==> src/design/apbsc_pkg.sv <==
// apbsc_pkg.sv: constants and carriers for the aperture base and subsystem configuration bank
//------------------------------------------------------------------------
// What this block does
// - Aperture base bits 31:26 are readable and writable outside integrated mode.
// - Bit 25 reads zero, writes ignored, unless size select is one; then read/write.
// - Size select resets to zero, so bit 25 starts as constant zero (64 MB).
// - Aperture base bits 24:4 always read zero, whatever is written.
// - Aperture base bit 3 reads one: the aperture is prefetchable.
// - Aperture base bits 2:1 read 00: placeable anywhere in 32-bit space.
// - Aperture base bit 0 reads zero: memory range, not I/O.
// - Aperture base resets to 00000008h in both modes; 0 once the strap latches integrated mode.
// - Subsystem vendor ident is 16 bits at offset 2Ch, reset 0000h.
// - Subsystem ident is 16 bits at offset 2Eh, reset 0000h.
// - Each subsystem ident register takes only its first write, then reads back fixed.
// - Capability pointer at 34h is read-only and always returns 88h.
// - Aperture accesses are refused while aperture control bit 1 is clear.
// - Writes to constant bits complete normally and leave read value unchanged.
//------------------------------------------------------------------------
package apbsc_pkg;

	// configuration byte offsets; dword lookup uses bits 7:2
	localparam logic [7:0] OFS_APERTURE_BASE = 8'h10;
	localparam logic [7:0] OFS_SUBSYS_VENDOR = 8'h2c;
	localparam logic [7:0] OFS_SUBSYS_IDENT  = 8'h2e;
	localparam logic [7:0] OFS_CAP_POINTER   = 8'h34;

	// values after reset
	localparam logic [31:0] APERTURE_BASE_RST_EXT = 32'h00000008;
	localparam logic [31:0] APERTURE_BASE_RST_INT = 32'h00000000;
	localparam logic [5:0]  BASE_HI_RST           = 6'h00;
	localparam logic [15:0] SUBSYS_VENDOR_RST     = 16'h0000;
	localparam logic [15:0] SUBSYS_IDENT_RST      = 16'h0000;
	localparam logic [7:0]  CAP_POINTER_VAL       = 8'h88;

	// aperture base field positions
	localparam int BASE_HI_MSB   = 31;
	localparam int BASE_HI_LSB   = 26;
	localparam int BASE_SEL_BIT  = 25;
	localparam int BASE_ZERO_MSB = 24;
	localparam int BASE_ZERO_LSB = 4;
	localparam int BASE_PREF_BIT = 3;
	localparam int BASE_TYPE_MSB = 2;
	localparam int BASE_TYPE_LSB = 1;
	localparam int BASE_MEM_BIT  = 0;

	// aperture base constant field values
	localparam logic       BASE_PREF_VAL = 1'b1;
	localparam logic [1:0] BASE_TYPE_VAL = 2'b00;
	localparam logic       BASE_MEM_VAL  = 1'b0;

	// configuration request carrier; addr is the byte offset
	typedef struct packed {
		logic        valid;
		logic        write;
		logic [7:0]  addr;
		logic [3:0]  byteEn;
		logic [31:0] wdata;
	} apbsc_cfg_req_t;

	// configuration answer carrier
	typedef struct packed {
		logic        ack;
		logic [31:0] rdata;
	} apbsc_cfg_rsp_t;

endpackage

==> src/design/apbsc_cfg_regs.sv <==
// apbsc_cfg_regs.sv: aperture base, subsystem idents and capability pointer config bank
`timescale 1ns/10ps
`default_nettype none

module apbsc_cfg_regs (
	// clock and reset
	input  wire logic                     clk_sys,
	input  wire logic                     rstn,
	// configuration access
	input  wire apbsc_pkg::apbsc_cfg_req_t cfgReq,
	output logic                          cfgAck,
	output logic [31:0]                   cfgRdata,
	// neighbouring bridge registers
	input  wire logic                     apertureSizeSelect,
	input  wire logic                     apertureAccessEnable,
	// mode strap pin, high in integrated graphics mode
	input  wire logic                     integratedGraphicsModePin,
	// aperture range lookup
	input  wire logic                     apReqValid,
	input  wire logic [31:0]              apReqAddr,
	output logic                          apHit,
	output logic                          apRefused,
	// decoded state for the rest of the bridge
	output logic [31:0]                   apertureBase,
	output logic [15:0]                   subsystemVendorIdent,
	output logic [15:0]                   subsystemIdent,
	output logic                          integratedGraphicsMode
);

	//--------------------------------------------------------------------
	// declarations
	//--------------------------------------------------------------------
	apbsc_pkg::apbsc_cfg_rsp_t rsp_r;
	apbsc_pkg::apbsc_cfg_rsp_t rsp_nxt;

	logic        strapS1_r;
	logic        strapS2_r;
	logic        strapS3_r;
	logic [2:0]  strapFill_r;
	logic        strapDone_r;
	logic        gfxMode_r;

	logic [5:0]  baseHi_r;
	logic        baseSel_r;
	logic [31:0] baseValue;
	logic        baseWrite;

	logic        hitBase;
	logic        hitSubsys;
	logic        hitCap;
	logic        vendorWrite;
	logic        identWrite;
	logic [1:0]  vendorBe;
	logic [1:0]  identBe;
	logic [15:0] vendorValue;
	logic [15:0] identValue;
	logic        vendorLocked;
	logic        identLocked;

	logic        apInRange;
	logic        apHit_r;
	logic        apRefused_r;

	//--------------------------------------------------------------------
	// address decode
	//--------------------------------------------------------------------
	// dword match; both subsystem idents live in one dword
	assign hitBase   = cfgReq.addr[7:2] == apbsc_pkg::OFS_APERTURE_BASE[7:2];
	assign hitSubsys = cfgReq.addr[7:2] == apbsc_pkg::OFS_SUBSYS_VENDOR[7:2];
	assign hitCap    = cfgReq.addr[7:2] == apbsc_pkg::OFS_CAP_POINTER[7:2];

	// pick the two lanes that hold a 16-bit register from its offset
	function automatic logic [1:0] laneBe(input logic [7:0] ofs, input logic [3:0] be);
		laneBe = ofs[1] ? be[3:2] : be[1:0];
	endfunction

	assign vendorBe = laneBe(apbsc_pkg::OFS_SUBSYS_VENDOR, cfgReq.byteEn);
	assign identBe  = laneBe(apbsc_pkg::OFS_SUBSYS_IDENT, cfgReq.byteEn);

	// register writes; the base does not exist in integrated graphics mode
	assign baseWrite   = cfgReq.valid && cfgReq.write && hitBase && !gfxMode_r;
	assign vendorWrite = cfgReq.valid && cfgReq.write && hitSubsys && (|vendorBe);
	assign identWrite  = cfgReq.valid && cfgReq.write && hitSubsys && (|identBe);

	//--------------------------------------------------------------------
	// mode strap
	//--------------------------------------------------------------------
	// three stages from the pin; only stages two and three are compared
	always_ff @(posedge clk_sys or negedge rstn)
	begin
		if (!rstn)
		begin
			strapS1_r <= 1'b0;
			strapS2_r <= 1'b0;
			strapS3_r <= 1'b0;
		end
		else
		begin
			strapS1_r <= integratedGraphicsModePin;
			strapS2_r <= strapS1_r;
			strapS3_r <= strapS2_r;
		end
	end

	// marks which stages hold a real pin sample; the reset zeros in stages
	// two and three would otherwise agree at once and latch a stale mode
	always_ff @(posedge clk_sys or negedge rstn)
	begin
		if (!rstn)
			strapFill_r <= 3'h0;
		else
			strapFill_r <= {strapFill_r[1:0], 1'b1};
	end

	// latch the mode once after release; a strap must not move at run time
	always_ff @(posedge clk_sys or negedge rstn)
	begin
		if (!rstn)
		begin
			strapDone_r <= 1'b0;
			gfxMode_r   <= 1'b0;
		end
		else if (!strapDone_r && strapFill_r[2] && (strapS2_r == strapS3_r))
		begin
			strapDone_r <= 1'b1;
			gfxMode_r   <= strapS3_r;
		end
	end

	//--------------------------------------------------------------------
	// aperture base storage
	//--------------------------------------------------------------------
	// upper bits follow byte lane three only
	always_ff @(posedge clk_sys or negedge rstn)
	begin
		if (!rstn)
			baseHi_r <= apbsc_pkg::BASE_HI_RST;
		else if (baseWrite && cfgReq.byteEn[3])
			baseHi_r <= cfgReq.wdata[apbsc_pkg::BASE_HI_MSB:apbsc_pkg::BASE_HI_LSB];
	end

	// bit 25 is held at zero while the 64 MB size is selected, so a later
	// switch to 32 MB starts from a known base instead of a stale bit
	always_ff @(posedge clk_sys or negedge rstn)
	begin
		if (!rstn)
			baseSel_r <= 1'b0;
		else if (!apertureSizeSelect)
			baseSel_r <= 1'b0;
		else if (baseWrite && cfgReq.byteEn[3])
			baseSel_r <= cfgReq.wdata[apbsc_pkg::BASE_SEL_BIT];
	end

	// read view; constant fields never come from storage
	always_comb
	begin
		baseValue = '0;
		baseValue[apbsc_pkg::BASE_HI_MSB:apbsc_pkg::BASE_HI_LSB] = baseHi_r;
		baseValue[apbsc_pkg::BASE_SEL_BIT] = baseSel_r && apertureSizeSelect;
		baseValue[apbsc_pkg::BASE_PREF_BIT] = apbsc_pkg::BASE_PREF_VAL;
		baseValue[apbsc_pkg::BASE_TYPE_MSB:apbsc_pkg::BASE_TYPE_LSB] = apbsc_pkg::BASE_TYPE_VAL;
		baseValue[apbsc_pkg::BASE_MEM_BIT] = apbsc_pkg::BASE_MEM_VAL;
		if (gfxMode_r)
			baseValue = apbsc_pkg::APERTURE_BASE_RST_INT;
	end

	//--------------------------------------------------------------------
	// subsystem identification
	//--------------------------------------------------------------------
	apbsc_wo_reg #(
		.WIDTH   (16),
		.RST_VAL (apbsc_pkg::SUBSYS_VENDOR_RST)
	) u_vendor (
		.clk_sys (clk_sys),
		.rstn    (rstn),
		.wrEn    (vendorWrite),
		.byteEn  (vendorBe),
		.wdata   (apbsc_pkg::OFS_SUBSYS_VENDOR[1] ? cfgReq.wdata[31:16] : cfgReq.wdata[15:0]),
		.value   (vendorValue),
		.locked  (vendorLocked)
	);

	apbsc_wo_reg #(
		.WIDTH   (16),
		.RST_VAL (apbsc_pkg::SUBSYS_IDENT_RST)
	) u_ident (
		.clk_sys (clk_sys),
		.rstn    (rstn),
		.wrEn    (identWrite),
		.byteEn  (identBe),
		.wdata   (apbsc_pkg::OFS_SUBSYS_IDENT[1] ? cfgReq.wdata[31:16] : cfgReq.wdata[15:0]),
		.value   (identValue),
		.locked  (identLocked)
	);

	//--------------------------------------------------------------------
	// configuration answer
	//--------------------------------------------------------------------
	// every access is answered next cycle; unmapped dwords read zero and
	// writes to constant bits are simply dropped, never flagged
	always_comb
	begin
		rsp_nxt.ack   = cfgReq.valid;
		rsp_nxt.rdata = '0;
		if (cfgReq.valid && !cfgReq.write)
		begin
			if (hitBase)
				rsp_nxt.rdata = baseValue;
			else if (hitSubsys)
			begin
				rsp_nxt.rdata[15:0]  = apbsc_pkg::OFS_SUBSYS_VENDOR[1] ? identValue : vendorValue;
				rsp_nxt.rdata[31:16] = apbsc_pkg::OFS_SUBSYS_VENDOR[1] ? vendorValue : identValue;
			end
			else if (hitCap)
				rsp_nxt.rdata[7:0] = apbsc_pkg::CAP_POINTER_VAL;
		end
	end

	always_ff @(posedge clk_sys or negedge rstn)
	begin
		if (!rstn)
			rsp_r <= '0;
		else
			rsp_r <= rsp_nxt;
	end

	assign cfgAck   = rsp_r.ack;
	assign cfgRdata = rsp_r.rdata;

	//--------------------------------------------------------------------
	// aperture range lookup
	//--------------------------------------------------------------------
	// bit 25 joins the compare only in the 32 MB size
	assign apInRange = !gfxMode_r
		&& (apReqAddr[apbsc_pkg::BASE_HI_MSB:apbsc_pkg::BASE_HI_LSB] == baseHi_r)
		&& (!apertureSizeSelect || (apReqAddr[apbsc_pkg::BASE_SEL_BIT] == baseSel_r));

	// refusal protects accesses made before the translation table is built
	always_ff @(posedge clk_sys or negedge rstn)
	begin
		if (!rstn)
		begin
			apHit_r     <= 1'b0;
			apRefused_r <= 1'b0;
		end
		else
		begin
			apHit_r     <= apReqValid && apInRange && apertureAccessEnable;
			apRefused_r <= apReqValid && apInRange && !apertureAccessEnable;
		end
	end

	assign apHit     = apHit_r;
	assign apRefused = apRefused_r;

	//--------------------------------------------------------------------
	// state towards the bridge
	//--------------------------------------------------------------------
	assign apertureBase           = baseValue;
	assign subsystemVendorIdent   = vendorValue;
	assign subsystemIdent         = identValue;
	assign integratedGraphicsMode = gfxMode_r;

	//--------------------------------------------------------------------
	// checks
	//--------------------------------------------------------------------
	chk_base_upper_write: assert property (@(posedge clk_sys) disable iff (!rstn)
		(baseWrite && cfgReq.byteEn[3]) |=> gfxMode_r || (apertureBase[31:26] == $past(cfgReq.wdata[31:26])))
		else $error("aperture base upper bits did not take write");

	chk_base_lane_hold: assert property (@(posedge clk_sys) disable iff (!rstn)
		(cfgReq.valid && cfgReq.write && hitBase && !cfgReq.byteEn[3]) |=> $stable(baseHi_r))
		else $error("aperture base changed without its byte enable");

	chk_bit25_forced: assert property (@(posedge clk_sys) disable iff (!rstn)
		(cfgReq.valid && !cfgReq.write && hitBase && !apertureSizeSelect) |=> (cfgRdata[25] == 1'b0))
		else $error("aperture base bit 25 nonzero in 64 MB size");

	chk_bit25_write: assert property (@(posedge clk_sys) disable iff (!rstn)
		(baseWrite && cfgReq.byteEn[3] && apertureSizeSelect) ##1 apertureSizeSelect
		|-> gfxMode_r || (apertureBase[25] == $past(cfgReq.wdata[25])))
		else $error("aperture base bit 25 not writable in 32 MB size");

	chk_base_low_const: assert property (@(posedge clk_sys) disable iff (!rstn)
		(cfgReq.valid && !cfgReq.write && hitBase && !gfxMode_r) ##1 !$past(gfxMode_r)
		|-> (cfgRdata[24:0] == 25'h0000008))
		else $error("aperture base low bits not constant");

	chk_gfx_base_zero: assert property (@(posedge clk_sys) disable iff (!rstn)
		gfxMode_r |-> (apertureBase == 32'h00000000) ##1 !apHit_r)
		else $error("aperture base present in integrated graphics mode");

	chk_cap_pointer: assert property (@(posedge clk_sys) disable iff (!rstn)
		(cfgReq.valid && !cfgReq.write && hitCap) |=> cfgAck && (cfgRdata == 32'h00000088))
		else $error("capability pointer read wrong");

	chk_ap_refused: assert property (@(posedge clk_sys) disable iff (!rstn)
		(apReqValid && !apertureAccessEnable) |=> !apHit)
		else $error("aperture hit while access disabled");

	chk_ack_every: assert property (@(posedge clk_sys) disable iff (!rstn)
		cfgReq.valid |=> cfgAck ##1 (cfgAck == $past(cfgReq.valid)))
		else $error("configuration access not answered next cycle");

	chk_vendor_wo: assert property (@(posedge clk_sys) disable iff (!rstn)
		(vendorLocked && identLocked) |=> $stable(subsystemVendorIdent) && $stable(subsystemIdent))
		else $error("subsystem ident changed after first write");

endmodule

`default_nettype wire

==> src/design/apbsc_wo_reg.sv <==
// apbsc_wo_reg.sv: write-once identification register with byte lanes
`timescale 1ns/10ps
`default_nettype none

module apbsc_wo_reg #(
	parameter int          WIDTH = 16,
	parameter logic [WIDTH-1:0] RST_VAL = '0
) (
	// clock and reset
	input  wire logic                 clk_sys,
	input  wire logic                 rstn,
	// write strobe with byte lanes
	input  wire logic                 wrEn,
	input  wire logic [WIDTH/8-1:0]   byteEn,
	input  wire logic [WIDTH-1:0]     wdata,
	// stored state
	output logic      [WIDTH-1:0]     value,
	output logic                      locked
);

	logic [WIDTH-1:0] value_r;
	logic             locked_r;
	logic             takeWrite;

	// a write with no lane enabled does not spend the single chance
	assign takeWrite = wrEn && !locked_r && (|byteEn);

	//--------------------------------------------------------------------
	// storage
	//--------------------------------------------------------------------
	// only enabled lanes of the first write land; later writes are dropped
	always_ff @(posedge clk_sys or negedge rstn)
	begin
		if (!rstn)
			value_r <= RST_VAL;
		else if (takeWrite)
		begin
			for (int i = 0; i < WIDTH/8; i++)
				if (byteEn[i])
					value_r[i*8 +: 8] <= wdata[i*8 +: 8];
		end
	end

	// lock once taken; only reset reopens it
	always_ff @(posedge clk_sys or negedge rstn)
	begin
		if (!rstn)
			locked_r <= 1'b0;
		else if (takeWrite)
			locked_r <= 1'b1;
	end

	assign value  = value_r;
	assign locked = locked_r;

	//--------------------------------------------------------------------
	// checks
	//--------------------------------------------------------------------
	chk_wo_frozen: assert property (@(posedge clk_sys) disable iff (!rstn)
		locked_r |=> (value_r == $past(value_r)) && locked_r)
		else $error("write-once register changed after lock");

	chk_wo_first_lane: assert property (@(posedge clk_sys) disable iff (!rstn)
		(wrEn && !locked_r && byteEn[0]) |=> (value_r[7:0] == $past(wdata[7:0])) && locked_r)
		else $error("first write to write-once register not taken");

endmodule

`default_nettype wire

==> config.mk <==
export PLATFORM = sky130hd
export DESIGN_NAME = apbsc_cfg_regs
export DESIGN_NICKNAME = d
export VERILOG_FILES = /design/src/design/apbsc_pkg.sv /design/src/design/apbsc_cfg_regs.sv /design/src/design/apbsc_wo_reg.sv
export SDC_FILE = /design/constraint.sdc
export NUM_CORES = 1
export LEC_CHECK = 0
export ABC_AREA = 1
export BUFFER_PORTS_ARGS = -buffer_cell sky130_fd_sc_hd__buf_2
export CORE_ASPECT_RATIO = 1.2
export CORE_MARGIN = 4
export CORE_UTILIZATION = 50
export DETAILED_ROUTE_END_ITERATION = 8
export PLACE_DENSITY = 0.95
export SYNTH_ARGS = -nofsm -noshare
export SYNTH_HDL_FRONTEND = slang
export SYNTH_HIERARCHICAL = 1
export SYNTH_SLANG_ARGS = --single-unit
==> constraint.sdc <==
create_clock -name clk_sys -period 3.1 [get_ports clk_sys]
set_clock_uncertainty 0.1 [all_clocks]
set_input_delay 0.465 -clock clk_sys [delete_from_list [all_inputs] [get_ports clk_sys]]
set_output_delay 0.465 -clock clk_sys [all_outputs]
set_load 0.1 [all_outputs]
==> flow_summary.ini <==
[global_route]
met2_usage = 0.364
met3_usage = 0.0448
met1_usage = 0.237
antenna_found_initial = 0
grt.overflow.total = 0
grt_usage = 0.205
busiest_layer = met2
grt_pass1_vias = 3124
grt_pass1_wl_um = 14300
grt_max_degree = 85

[worst_setup_path]
crit_path_cell_trace = nor2_1, buf_2
worstSetupStartpoint = integratedGraphicsMode
cp.buffers_inverters = 1
cp.required_ns = 2.53
crit_family = flip-flops
reg2reg_depth = 6
slowest_stage = dfrtp_1
path_class = reg -> out
endpoint_kind = primary output
r2r_end = baseHi_r[1]
worstPathArrival_ns = 1.55
rr_startpoint = integratedGraphicsMode
start_kind = flip-flop
critPathMaxStageDelay_ns = 0.53
crit_fanout = 12
rrSetupSlack_ns = 1.35

[cells_and_area]
multi_input_area_um2 = 1280
final_layout_size_suffix_gt1_frac = 0.297
fillCellCount = 604
area_growth_syn_to_layout_pct = 21.0
fin_nets = 625
seq_area_um2 = 2100
antenna_cells = 0

[floorplanning]
start_util = 0.515
coreArea_um2 = 7270
die_w_um = 87.0
die_height_um = 103
core.rowCount = 34
ioPinCount = 184
die_area_um2 = 8950

[timing]
rsz0062_at_grt = false
period_minus_slack_ns = 2.12
final.setup.tns_ns = 0
worst_pin_slew_ns = 1.04
period_share = 0.683
maxSlewHeadroom = 0.307
slew_violations = 0
fmax_mhz = 473
setup_violations = 0
hold_viol = 0

[route]
first_iter_violations = 146
wire_per_inst_um = 14.5
drt-pass1-iter-count = 4
wirelength_um = 9200
via_per_inst = 5.09
route.vias.total = 3233
ant_nets = 0
drcViolationCount = 0

[logic_synthesis]
ys_top_cells_by_area = dfrtp_1 (56%), nand2_1 (13%), buf_4 (6.0%)
ys_seq_area_frac = 0.561
synth.avg_cell_area_um2 = 9.05
synth_flop_cell = dfrtp_1
synth_common_cells = nand2_1 (132), dfrtp_1 (84), nor2_1 (45)
ys_ff_latch = 84
synth_top_area_frac = 0.561
netlist_instances = 414
synth_warnings = 6
netlist_area_um2 = 3750
async_flop_share = 1.00
synth_area_leader_cell = dfrtp_1
yosysMostFrequentCell = nand2_1
synth_edf_count = 0
yosysUniqueCellTypes = 23

[clocking]
clk_pin_slew_ns = 0.08
cts_resized = 0
htree_levels = 3
clk_latency_ns = 0.34
cts_made_buffers = 9
post-cts-setup-buffers = 0
cts.path.max_buffers = 2
root_buffer = clkbuf_8
cts_hold_buf = 0
cts_sinks = 84
cts_tree = yes

[power_and_ir_drop]
leakagePower_nw = 2.59
p_total_mw = 2.82
peakVddDrop_v = 0.000583
p_per_area_nw_per_um2 = 622

[placement]
gp_congestion = 0.906
port_buffers = 132
dpl.hpwl_um = 6690

[hold_path]
hold_path_depth = 1
hold_end = strapS1_r
hp-start = integratedGraphicsModePin
hold_path.class = in -> reg

[status]
outcome = complete, no violations

[flow_run]
max_cap_viol_count = 0
-- power breakdown --
part           leakage, nW  total [mW]  switching [mW]  internal, mW
logic                 1.36       0.750           0.658        0.0923
clock network        0.122       0.926           0.376         0.550
registers             1.11        1.14          0.0287          1.12
-- flip-flops by register name, indices dropped and copies added (netlist names) --
name and count:
u_vendor/value 16, integratedGraphicsMode 1, strapS2_r 1, strapFill_r 3, u_vendor/locked 1, u_ident/value 16, baseSel_r 1, strapDone_r 1
cfgAck 1, apHit 1, strapS3_r 1, cfgRdata 32, baseHi_r 6, strapS1_r 1, u_ident/locked 1, apRefused 1
-- worst max-delay path by stage --
stage / endpoint / cells after the start
global placement: u_ident/value[7] / 10
CTS: apertureBase[26] / 2
finish: apertureBase[25] / 2
floorplan: apertureBase[30] / 2
global route: apertureBase[29] / 2
detailed placement: baseHi_r[1] / 7
-- worst reg2reg max path: cells and delay by family, from the launching register on --
kind                   cells  cell delay (ns)
AOI/OAI and AO/OA          1             0.17
buffers and inverters      2             0.21
DFF                        1             0.53
and+or+nand+nor            3             0.60
-- metal layers --
layer | share of wire | up-vias | routed length, um
met1 | 0.36 | 1515 | 3350
met2 | 0.52 | 179 | 4760
met4 | 0.021 | 0 | 194
met3 | 0.097 | 24 | 897
met5 | 0 | - | 0
li1 | - | 1515 | -
-- logic make-up (layout without fill, tap and decap cells) --
kind of cell,Yosys count,after routing,share of synthesized area
AO/OA/AOI/OAI,20,20,0.0274
XOR/XNOR,2,2,0.00468
buffers and inverters,72,180,0.121
flip-flops,84,84,0.561
other,2,25,0.00200
AND/OR/NAND/NOR,234,234,0.284
-- placed cells by master, fill, tap and decap left out, drive strengths merged, types with 7 or more instances in the layout --
cell,n
conb,25
o21ai,12
nand4,33
inv,30
clkbuf,10
buf,135
a21oi,7
dfrtp,84
nor2,49
nand3,15
nand2,133
-- cell type report --
class                   instances  area share
multi-input cells             281       0.282
inverters                      30      0.0259
repair buffers                135       0.151
flip-flops and latches         84       0.464
well taps                      90      0.0248
clock buffers                  10      0.0304
clock inverters                 5      0.0221
-- through the flow --
step                hold slack (ns)  utilization  area, um2  std cells  setup WS (ns)
floorplan                    0.0694            -       3830        437          0.170
detailed placement            0.237        0.590       4300        620           1.09
finish                        0.125        0.623       4530        635          0.984
CTS                           0.105        0.623       4530        635          0.984
global route                  0.108        0.623       4530        635          0.947
global placement              0.231        0.590       4300        620           1.16
Note: power is estimated with default switching activity, not from simulation.
